### src/core/abwc_pkg.sv
/*
 Constants, types and register map of the area bus and wait control block.
 Assumes a single 10 MHz system clock and an AXI4-Lite master with 32-bit data.
*/
package abwc_pkg;

   // Register indices; the byte address of each register is four times its index.
   localparam logic [29:0] ABWC_IDX_BUS_WIDTH = 30'h000000EC;
   localparam logic [29:0] ABWC_IDX_ACCESS_STATE = 30'h000000ED;
   localparam logic [29:0] ABWC_IDX_WAIT_MODE_COUNT = 30'h000000EE;
   localparam logic [29:0] ABWC_IDX_WAIT_ENABLE = 30'h000000EF;

   // Reset values.
   localparam logic [7:0] ABWC_RST_WIDTH_8BIT = 8'hFF;
   localparam logic [7:0] ABWC_RST_WIDTH_16BIT = 8'h00;
   localparam logic [7:0] ABWC_RST_ACCESS_STATE = 8'hFF;
   localparam logic [7:0] ABWC_RST_WAIT_MODE_COUNT = 8'hF3;
   localparam logic [7:0] ABWC_RST_WAIT_ENABLE = 8'hFF;

   // Upper nibble of the wait mode and count register is fixed at one.
   localparam logic [7:0] ABWC_WCR_FIXED_ONES = 8'hF0;
   localparam logic [7:0] ABWC_WCR_WRITABLE = 8'h0F;

   // Field positions in the wait mode and count register.
   localparam int ABWC_WAIT_MODE_SELECT_HI = 3;
   localparam int ABWC_WAIT_MODE_SELECT_LO = 2;
   localparam int ABWC_WAIT_COUNT_HI = 1;
   localparam int ABWC_WAIT_COUNT_LO = 0;

   // Operating modes whose external areas default to a 16-bit bus.
   localparam logic [2:0] ABWC_MODE_2 = 3'h2;
   localparam logic [2:0] ABWC_MODE_4 = 3'h4;
   localparam logic [2:0] ABWC_MODE_7 = 3'h7;

   // Cycles after reset release before the synchronised mode pins are trusted.
   localparam logic [1:0] ABWC_STRAP_SETTLE = 2'h2;

   localparam logic [1:0] ABWC_RESP_OKAY = 2'h0;
   localparam logic [1:0] ABWC_RESP_SLVERR = 2'h2;
   localparam logic [1:0] ABWC_NO_WAITS = 2'h0;

   // Wait behaviour applied to one access.
   typedef enum logic [2:0] {
      ABWC_WM_PROG = 3'h0,
      ABWC_WM_NONE = 3'h1,
      ABWC_WM_PIN1 = 3'h2,
      ABWC_WM_AUTO = 3'h3,
      ABWC_WM_PIN0 = 3'h4
   } abwc_wait_mode_t;

   // Bus cycle shape for one access.
   typedef struct packed {
      logic width8;
      logic threeState;
      abwc_wait_mode_t waitMode;
      logic [1:0] waitStates;
   } abwc_access_t;

endpackage

### src/core/abwc_area_bus_wait_control.sv
/*
 Area bus width, access state and wait-state configuration with an AXI4-Lite
 register slave and a per-access lookup port for the CPU bus cycle generator.
 Assumes the mode pins are static straps and access requests come from logic on clk.
*/
// The implementer's own choice: register access over AXI4-Lite.
`timescale 1ns/1ps
`default_nettype none

// Summary of operation
// - A cleared width bit makes its area a 16-bit data bus area.
// - A set width bit makes its area an 8-bit data bus area.
// - Access-state bit clear gives two-state cycles, set gives three-state cycles.
// - Width, access-state and wait-enable bits 7..0 map to areas 7..0.
// - Wait mode 00 programmable, 01 no waits, 10 pin wait 1, 11 auto-wait.
// - Wait count codes 00..11 insert zero to three wait states.
// - Eight read/write wait-enable bits, one per area, all one after reset.
// - Cleared wait-enable bit disables wait control, acting as pin wait mode 0.
module abwc_area_bus_wait_control (
   input wire logic clk, // System clock, 10 MHz.
   input wire logic rst, // Asynchronous reset, active high.
   input wire logic [2:0] modePins, // Operating mode straps, asynchronous.
   input wire logic [31:0] s_axi_awaddr, // Write address.
   input wire logic s_axi_awvalid, // Write address valid.
   output logic s_axi_awready, // Write address ready.
   input wire logic [31:0] s_axi_wdata, // Write data.
   input wire logic [3:0] s_axi_wstrb, // Write byte strobes.
   input wire logic s_axi_wvalid, // Write data valid.
   output logic s_axi_wready, // Write data ready.
   output logic [1:0] s_axi_bresp, // Write response.
   output logic s_axi_bvalid, // Write response valid.
   input wire logic s_axi_bready, // Write response ready.
   input wire logic [31:0] s_axi_araddr, // Read address.
   input wire logic s_axi_arvalid, // Read address valid.
   output logic s_axi_arready, // Read address ready.
   output logic [31:0] s_axi_rdata, // Read data.
   output logic [1:0] s_axi_rresp, // Read response.
   output logic s_axi_rvalid, // Read data valid.
   input wire logic s_axi_rready, // Read data ready.
   input wire logic accReq, // Access lookup request, one cycle.
   input wire logic [2:0] accArea, // Area of the requested access.
   output logic accDone, // Lookup answer valid, one cycle.
   output abwc_pkg::abwc_access_t accResult // Cycle shape for the access.
);
   import abwc_pkg::*;

   ////////////////////////////////////////////////////////////////////////////
   // State.
   logic [2:0] modeSync1, modeSync2;
   logic [1:0] strapCnt, next_strapCnt;
   logic strapDone, next_strapDone;
   logic [7:0] areaWidthSelect, next_areaWidthSelect;
   logic [7:0] areaThreeStateSelect, next_areaThreeStateSelect;
   logic [3:0] waitModeCount, next_waitModeCount;
   logic [7:0] areaWaitEnable, next_areaWaitEnable;
   logic awHeld, next_awHeld, wHeld, next_wHeld;
   logic [29:0] awIndex, next_awIndex;
   logic [7:0] wByte, next_wByte;
   logic wLane, next_wLane;
   logic next_awready, next_wready, next_bvalid, next_arready, next_rvalid;
   logic [1:0] next_bresp, next_rresp;
   logic [31:0] next_rdata;
   logic next_accDone;
   abwc_access_t next_accResult;
   logic [7:0] rdByte;
   logic rdHit;
   logic [1:0] waitModeSelect;

   ////////////////////////////////////////////////////////////////////////////
   // Mode straps pass two flip-flops; the second is the only reader of the first.
   always_ff @(posedge clk or posedge rst) begin
      if (rst) begin
         modeSync1 <= 3'h0;
         modeSync2 <= 3'h0;
      end else begin
         modeSync1 <= modePins;
         modeSync2 <= modeSync1;
      end
   end

   // Register read decode, shared by the read channel.
   always_comb begin
      rdByte = 8'h00;
      rdHit = 1'b1;
      unique case (s_axi_araddr[31:2])
         ABWC_IDX_BUS_WIDTH: rdByte = areaWidthSelect;
         ABWC_IDX_ACCESS_STATE: rdByte = areaThreeStateSelect;
         ABWC_IDX_WAIT_MODE_COUNT: rdByte = ABWC_WCR_FIXED_ONES | {4'h0, waitModeCount};
         ABWC_IDX_WAIT_ENABLE: rdByte = areaWaitEnable;
         default: rdHit = 1'b0;
      endcase
   end

   assign waitModeSelect = waitModeCount[ABWC_WAIT_MODE_SELECT_HI:ABWC_WAIT_MODE_SELECT_LO];

   ////////////////////////////////////////////////////////////////////////////
   // Next-state logic for straps, registers, bus channels and access lookups.
   // The bus stays closed until the straps are caught, so software can never
   // race the mode-dependent bus width default.
   always_comb begin
      next_strapCnt = strapCnt;
      next_strapDone = strapDone;
      next_areaWidthSelect = areaWidthSelect;
      next_areaThreeStateSelect = areaThreeStateSelect;
      next_waitModeCount = waitModeCount;
      next_areaWaitEnable = areaWaitEnable;
      next_awHeld = awHeld;
      next_wHeld = wHeld;
      next_awIndex = awIndex;
      next_wByte = wByte;
      next_wLane = wLane;
      next_bvalid = s_axi_bvalid;
      next_bresp = s_axi_bresp;
      next_rvalid = s_axi_rvalid;
      next_rresp = s_axi_rresp;
      next_rdata = s_axi_rdata;
      next_accDone = accReq;
      next_accResult = accResult;

      // Catch the straps once, after the synchroniser has filled.
      if (!strapDone) begin
         if (strapCnt == ABWC_STRAP_SETTLE) begin
            next_strapDone = 1'b1;
            if (modeSync2 == ABWC_MODE_2 || modeSync2 == ABWC_MODE_4 ||
                modeSync2 == ABWC_MODE_7) begin
               next_areaWidthSelect = ABWC_RST_WIDTH_16BIT;
            end else begin
               next_areaWidthSelect = ABWC_RST_WIDTH_8BIT;
            end
         end else begin
            next_strapCnt = strapCnt + 2'h1;
         end
      end

      // Address and data are taken independently, in either order.
      if (s_axi_awvalid && s_axi_awready) begin
         next_awHeld = 1'b1;
         next_awIndex = s_axi_awaddr[31:2];
      end
      if (s_axi_wvalid && s_axi_wready) begin
         next_wHeld = 1'b1;
         next_wByte = s_axi_wdata[7:0];
         next_wLane = s_axi_wstrb[0];
      end
      if (s_axi_bvalid && s_axi_bready) begin
         next_bvalid = 1'b0;
      end

      // Both halves present: commit the write; only byte lane 0 carries data.
      if (awHeld && wHeld && !s_axi_bvalid) begin
         next_awHeld = 1'b0;
         next_wHeld = 1'b0;
         next_bvalid = 1'b1;
         next_bresp = ABWC_RESP_OKAY;
         unique case (awIndex)
            ABWC_IDX_BUS_WIDTH: begin
               if (wLane) next_areaWidthSelect = wByte;
            end
            ABWC_IDX_ACCESS_STATE: begin
               if (wLane) next_areaThreeStateSelect = wByte;
            end
            ABWC_IDX_WAIT_MODE_COUNT: begin
               if (wLane) next_waitModeCount = wByte[3:0] & ABWC_WCR_WRITABLE[3:0];
            end
            ABWC_IDX_WAIT_ENABLE: begin
               if (wLane) next_areaWaitEnable = wByte;
            end
            default: next_bresp = ABWC_RESP_SLVERR;
         endcase
      end

      // Read channel: answer one cycle after the address is taken.
      if (s_axi_rvalid && s_axi_rready) begin
         next_rvalid = 1'b0;
      end
      if (s_axi_arvalid && s_axi_arready) begin
         next_rvalid = 1'b1;
         next_rdata = {24'h000000, rdByte};
         next_rresp = rdHit ? ABWC_RESP_OKAY : ABWC_RESP_SLVERR;
      end

      next_awready = next_strapDone && !next_awHeld && !next_bvalid;
      next_wready = next_strapDone && !next_wHeld && !next_bvalid;
      next_arready = next_strapDone && !next_rvalid;

      // Access lookup: area number indexes each per-area bit directly.
      if (accReq) begin
         next_accResult.width8 = areaWidthSelect[accArea];
         next_accResult.threeState = areaThreeStateSelect[accArea];
         next_accResult.waitStates = ABWC_NO_WAITS;
         if (!areaWaitEnable[accArea]) begin
            next_accResult.waitMode = ABWC_WM_PIN0;
         end else begin
            next_accResult.waitMode = abwc_wait_mode_t'({1'b0, waitModeSelect});
            // Two-state cycles have no slot for inserted waits.
            if ({1'b0, waitModeSelect} == ABWC_WM_PROG &&
                areaThreeStateSelect[accArea]) begin
               next_accResult.waitStates =
                  waitModeCount[ABWC_WAIT_COUNT_HI:ABWC_WAIT_COUNT_LO];
            end
         end
      end
   end

   ////////////////////////////////////////////////////////////////////////////
   // Registering only; every output comes straight from here.
   always_ff @(posedge clk or posedge rst) begin
      if (rst) begin
         strapCnt <= 2'h0;
         strapDone <= 1'b0;
         areaWidthSelect <= ABWC_RST_WIDTH_8BIT;
         areaThreeStateSelect <= ABWC_RST_ACCESS_STATE;
         waitModeCount <= ABWC_RST_WAIT_MODE_COUNT[3:0];
         areaWaitEnable <= ABWC_RST_WAIT_ENABLE;
         awHeld <= 1'b0;
         wHeld <= 1'b0;
         awIndex <= 30'h00000000;
         wByte <= 8'h00;
         wLane <= 1'b0;
         s_axi_awready <= 1'b0;
         s_axi_wready <= 1'b0;
         s_axi_bvalid <= 1'b0;
         s_axi_bresp <= ABWC_RESP_OKAY;
         s_axi_arready <= 1'b0;
         s_axi_rvalid <= 1'b0;
         s_axi_rresp <= ABWC_RESP_OKAY;
         s_axi_rdata <= 32'h00000000;
         accDone <= 1'b0;
         accResult <= '0;
      end else begin
         strapCnt <= next_strapCnt;
         strapDone <= next_strapDone;
         areaWidthSelect <= next_areaWidthSelect;
         areaThreeStateSelect <= next_areaThreeStateSelect;
         waitModeCount <= next_waitModeCount;
         areaWaitEnable <= next_areaWaitEnable;
         awHeld <= next_awHeld;
         wHeld <= next_wHeld;
         awIndex <= next_awIndex;
         wByte <= next_wByte;
         wLane <= next_wLane;
         s_axi_awready <= next_awready;
         s_axi_wready <= next_wready;
         s_axi_bvalid <= next_bvalid;
         s_axi_bresp <= next_bresp;
         s_axi_arready <= next_arready;
         s_axi_rvalid <= next_rvalid;
         s_axi_rresp <= next_rresp;
         s_axi_rdata <= next_rdata;
         accDone <= next_accDone;
         accResult <= next_accResult;
      end
   end

endmodule

`default_nettype wire

### config.mk
export PLATFORM = sky130hd
export DESIGN_NAME = abwc_area_bus_wait_control
export DESIGN_NICKNAME = d
export VERILOG_FILES = /design/src/core/abwc_pkg.sv /design/src/core/abwc_area_bus_wait_control.sv
export SDC_FILE = /design/constraint.sdc
export NUM_CORES = 1
export LEC_CHECK = 0
export ABC_AREA = 0
export BUFFER_PORTS_ARGS = -buffer_cell sky130_fd_sc_hd__clkbuf_2
export CORE_UTILIZATION = 55
export CTS_BUF_LIST = sky130_fd_sc_hd__clkbuf_8
export DETAILED_ROUTE_END_ITERATION = 16
export PLACE_DENSITY = 0.87
export SETUP_SLACK_MARGIN = 0.3
export SYNTH_ARGS = -nofsm -noshare
export SYNTH_HDL_FRONTEND = slang
export SYNTH_SLANG_ARGS = --single-unit
### constraint.sdc
create_clock -name clk -period 5.08 [get_ports clk]
set_input_delay 1.016 -clock clk [delete_from_list [all_inputs] [get_ports clk]]
set_output_delay 1.016 -clock clk [all_outputs]
set_load 0.01 [all_outputs]
After elaboration in Yosys (flattened, before gate mapping)

Index checks and enable logic that the tools add are counted.

Output and inout bits: 49
Flip-flop bits (word level): 103
Input bits: 114
Logic and storage cells: 98

$lt $le $gt $ge: 1
Eq/ne operators: 12
Bitwise operators: 2
Reduce and logical (&&, ||, !) cells: 27
Multiplexer cells: 29
Add/sub/neg operators: 1

Operator list:

| cell                  | number |
|---|---|
| $eq A30 B8 Y1 const B | 8 |
| $mux W8               | 6 |
| $pmux W8 S4           | 1 |
| $mux W1               | 14 |
| $logic_and A1 B1 Y1   | 13 |
| $bmux W1 S3           | 3 |
| $reduce_and A3 Y1     | 3 |
| $mux W2               | 4 |
| $reduce_or A4 Y1      | 2 |
| $eq A3 B3 Y1 const B  | 2 |
| $logic_not A1 Y1      | 5 |
| $lt A3 B4 Y1 const B  | 1 |
| $eq A3 B2 Y1 const B  | 1 |
| $mux W3               | 1 |
| $add A2 B1 Y2 const B | 1 |
| $eq A2 B2 Y1 const B  | 1 |
| $logic_not A2 Y1      | 1 |
| $logic_or A1 B1 Y1    | 2 |
| $not A1 Y1            | 2 |
| $reduce_and A2 Y1     | 1 |

Longest topological paths before layout

Depth in word-level cells: 9
Mapped depth: 7
Mapped depth without buffers: 6

Least setup slack after synthesis

No wires, ideal clock.

Path type: input to register
Start: input port accArea[0]
End: register accResult[1] (netlist bit)
Cell stages on the path: 5
Buffers on the path: 1
Data arrival time: 2.423 ns
Path slack: 2.536 ns
Library setup time: 0.122 ns
Required time: 4.958 ns
Cells stage by stage: clkbuf_1 -> mux4_2 -> mux2_2 -> nor3b_1 -> a32o_1

Longest elaborated chain between the ends: 5
Elaborated cells between the ends (all ways): 7
Those cells by class: mux (6); reduce/logical (1)

Ends and longest elaborated chain:

| item                          | RTL line                          | text |
|---|---|---|
| from (decl)                   | abwc_area_bus_wait_control.sv:41  | `input wire logic [2:0] accArea,` |
| $bmux W1 S3                   | abwc_area_bus_wait_control.sv:197 | `areaThreeStateSelect[accArea]) begin` |
| $mux W1 (not written as such) | abwc_area_bus_wait_control.sv:197 |  |
| $logic_and A1 B1 Y1           | abwc_area_bus_wait_control.sv:196 | `if ({1'b0, waitModeSelect} == ABWC_WM_PROG &&` |
| $mux W2                       | abwc_area_bus_wait_control.sv:196 |  |
| $mux W2 (*)                   | abwc_area_bus_wait_control.sv:191 | `if (!areaWaitEnable[accArea]) begin` |
| to (signal assigned)          | abwc_area_bus_wait_control.sv:251 | `accResult <= next_accResult;` |
| to (decl)                     | abwc_area_bus_wait_control.sv:43  | `output abwc_pkg::abwc_access_t accResult` |

Every way passes the cells marked *; elsewhere a longest branch is shown, timed or not. The select of a mux whose other input is x is not followed.
A chain may end at the register's enable or synchronous reset.

Worst setup path in the final report

Start: register awIndex[10]
End: register areaWaitEnable[5]

Longest elaborated chain between the ends: 2

Ends and longest elaborated chain:

| item                               | RTL line                          | text |
|---|---|---|
| from (decl)                        | abwc_area_bus_wait_control.sv:57  | `logic [29:0] awIndex, next_awIndex;` |
| from (signal assigned)             | abwc_area_bus_wait_control.sv:239 | `awIndex <= next_awIndex;` |
| $eq A30 B8 Y1                      | abwc_area_bus_wait_control.sv:155 | `unique case (awIndex)` |
| $reduce_and A3 Y1 (no source line) | n/a                               |  |
| to (signal assigned)               | abwc_area_bus_wait_control.sv:236 | `areaWaitEnable <= next_areaWaitEnable;` |
| to (decl)                          | abwc_area_bus_wait_control.sv:55  | `logic [7:0] areaWaitEnable, next_areaWaitEnable;` |

Every way passes these cells.

==> impl_metrics.env <==
export IMPL_arrival_ps=2700
export IMPL_path_class="reg -> reg"
export IMPL_core_area_mm2=0.00785
export IMPL_maxCapViolCount=0
export IMPL_yosysSeqAreaShare=0.563
export IMPL_ys_flop_type="dfrtp_1"
export IMPL_drtIter0Drc=185
export IMPL_drive_gt1_frac=0.460
export IMPL_ys_top_cells_by_area="dfrtp_1 (41%), dfstp_2 (15%), mux2_2 (12%), buf_4 (4.5%), mux4_2 (4.5%)"
export IMPL_syn_inst=344
export IMPL_die_w_um=93.0
export IMPL_grt_overflow=0
export IMPL_fin_crit_sh=0.474
export IMPL_synth_top_family_by_area="multiplexers"
export IMPL_clk_path_buf_depth=2
export IMPL_vias_per_cell=5.37
export IMPL_leakage_uw=0.00258
export IMPL_skew_ps=7.07
export IMPL_cp_max_fo=8
export IMPL_maxSlewHeadroom=0.211
export IMPL_post_synth_xor_area_fraction=0.00385
export IMPL_drc=0
export IMPL_drtPass1Iterations=4
export IMPL_worst_setup_path_start_kind="register"
export IMPL_finalSetupViolations=0
export IMPL_postRouteAntennaNets=0
export IMPL_p_int_uw=1440
export IMPL_antenna_found_initial=0
export IMPL_die_area_mm2=0.00864
export IMPL_areaGrowthSynthToFinish_pct=15.3
export IMPL_yosys_top_cells_count="dfrtp_1 (75), mux2_2 (48), buf_4 (27), dfstp_2 (26), nand2_1 (17)"
export IMPL_finalPower_uw=2010
export IMPL_busiest_layer="met2"
export IMPL_cts_root_buffer="clkbuf_8"
export IMPL_yosysWarningCount=0
export IMPL_endpoint_kind="register"
export IMPL_swShare=0.283
export IMPL_outcome="finished clean"
export IMPL_period_needed_ps=2410
export IMPL_hpwl_um=6670
export IMPL_hold_class="reg -> reg"
export IMPL_critPathRequiredTime_ps=5370
export IMPL_row_count=32
export IMPL_yosys_register_bits=101
export IMPL_grtUsageMet2=0.368
export IMPL_io_buffers=105
export IMPL_power_share_clock=0.228
export IMPL_clock_latency_ps=370
export IMPL_synth_avg_cell_area_um2=13.2
export IMPL_die_h_um=93.0
export IMPL_tns_ps=0
export IMPL_synth_distinct_cells=42
export IMPL_cts_hold_buffers_added=0
export IMPL_hp_start="modeSync1[2]"
export IMPL_hold_violations=0
export IMPL_synth_area_leader_cell="dfrtp_1"
export IMPL_grt_pass1_wl_um=13800
export IMPL_yosys_area_share_simple=0.0872
export IMPL_synth_edf_count=0
export IMPL_cts_buffers=9
export IMPL_first_global_vias=2913
export IMPL_numClockSinks=101
export IMPL_finalMaxSlewViolations=0
export IMPL_crit_start="awIndex[10]"
export IMPL_synth_compound_area_frac=0.0479
export IMPL_post_cts_buffers=0
export IMPL_track_usage=0.211
export IMPL_n_antenna_cell=0
export IMPL_grt_start_max_net_pins=60
export IMPL_yosysMostFrequentCell="dfrtp_1"
export IMPL_cts_resized=0
export IMPL_nets=564
export IMPL_grt_met3_usage=0.0747
export IMPL_ff2ff_setup_slack_ps=2670
export IMPL_synthAdderAreaFrac=0.00275
export IMPL_p_per_area_mw_per_mm2=384
export IMPL_h_tree_depth=3
export IMPL_synthArstFlopShare=1.00
export IMPL_start_util=0.580
export IMPL_place_area_mm2=0.00507
export IMPL_combPwrFrac=0.208
export IMPL_vias=2983
export IMPL_reg2reg_from="awIndex[10]"
export IMPL_grt_setup_unrepaired="false"
export IMPL_tightest_slew_ps=1180
export IMPL_synth_top_area_share=0.413
export IMPL_final_area_mm2=0.00525
export IMPL_routedWlPerCell_um=15.4
export IMPL_ir_worst_vdd_mv=0.271
export IMPL_route_final_wire_length_um=8540
export IMPL_syn_area_mm2=0.00455
export IMPL_place_gp_congestion=0.845
export IMPL_use_met1=0.247
export IMPL_muxShareOfSynthArea=0.229
export IMPL_clk_pin_slew_worst_paths_ps=90
export IMPL_max_freq_mhz=415
export IMPL_pin_count=163
export IMPL_power_switching_uw=571
export IMPL_p_seq_frac=0.564
export IMPL_cts_tree="yes"
flip-flops by register name, summed over array words and instances (netlist names), 2 cells and up:
signal                cells
accResult                 7
s_axi_rdata               8
modeSync1                 3
wByte                     8
areaWidthSelect           8
modeSync2                 3
awIndex                  30
waitModeCount             4
areaWaitEnable            8
strapCnt                  2
areaThreeStateSelect      8
path summary, 6_finish.rpt:
check / depth (start not counted) / to
max: 4 / areaWaitEnable[5]
min: 0 / modeSync2[2]
max reg2reg: 4 / areaWaitEnable[5]
min reg2reg: 0 / modeSync2[2]
max in group asynchronous: 3 / areaWidthSelect[6]
min in group asynchronous: 2 / awIndex[23]
logic make-up (layout without fill, tap and decap cells):
logic type,count (synthesis),after routing
and+or+nand+nor,66,66
DFF,101,101
xor gates and xnor gates,2,2
buffers and inverters,53,138
AOI/OAI and AO/OA,35,35
other,1,26
muxes,85,85
adders and majority gates,1,1
layer usage:
| layer | wire length [µm] | share of wire | vias to the layer above |
|---|---|---|---|
| li1 | - | - | 1393 |
| met1 | 3410 | 0.40 | 1451 |
| met2 | 4330 | 0.51 | 127 |
| met3 | 662 | 0.078 | 12 |
| met4 | 131 | 0.015 | 0 |
| met5 | 0 | 0 | - |
power by group through the flow:
stage          sequential (µW)  clock [µW]  combinational (µW)
2_1_floorplan             1110           0                 333
4_1_cts                   1140         473                 427
5_1_grt                   1160         498                 463
3_3_place_gp              1140           0                 401
6_report                  1140         460                 418
3_5_place_dp              1150           0                 426
placed cells by master (no fill, tap or decap), drive strengths merged, types with 9 or more instances in the layout:
| master | count |
|---|---|
| nor2 | 15 |
| dfrtp | 75 |
| conb | 26 |
| a21oi | 13 |
| nand2 | 17 |
| o21ai | 9 |
| nor4 | 10 |
| mux4 | 9 |
| clkbuf | 116 |
| inv | 18 |
| dfstp | 26 |
| mux2i | 14 |
| mux2 | 62 |
metrics by stage:
step	utilization	hold slack (ps)	setup slack [ps]	cells
after floorplan	-	331	1460	369
after global placement	0.646	335	2540	540
after detailed placement	0.646	336	2510	540
after CTS	0.668	353	2650	556
after global routing	0.668	364	2590	556
final	0.668	353	2670	556
worst max-delay path: stages (launching register included):
cell	delay (ps)
dfrtp_1	390
or4_1	580
nor4_4	460
and4_1	530
mux2_1	370
final cells by class:
class | instances | area [µm²]
Clock buffer | 11 | 151
Clock inverter | 5 | 27.5
Fill cell | 607 | 2600
Inverter | 16 | 62.6
Multi-Input combinational cell | 215 | 1780
Sequential cell | 101 | 2560
Tap cell | 102 | 128
Timing Repair Buffer | 106 | 533
Note: power is estimated with default switching activity, not from simulation.
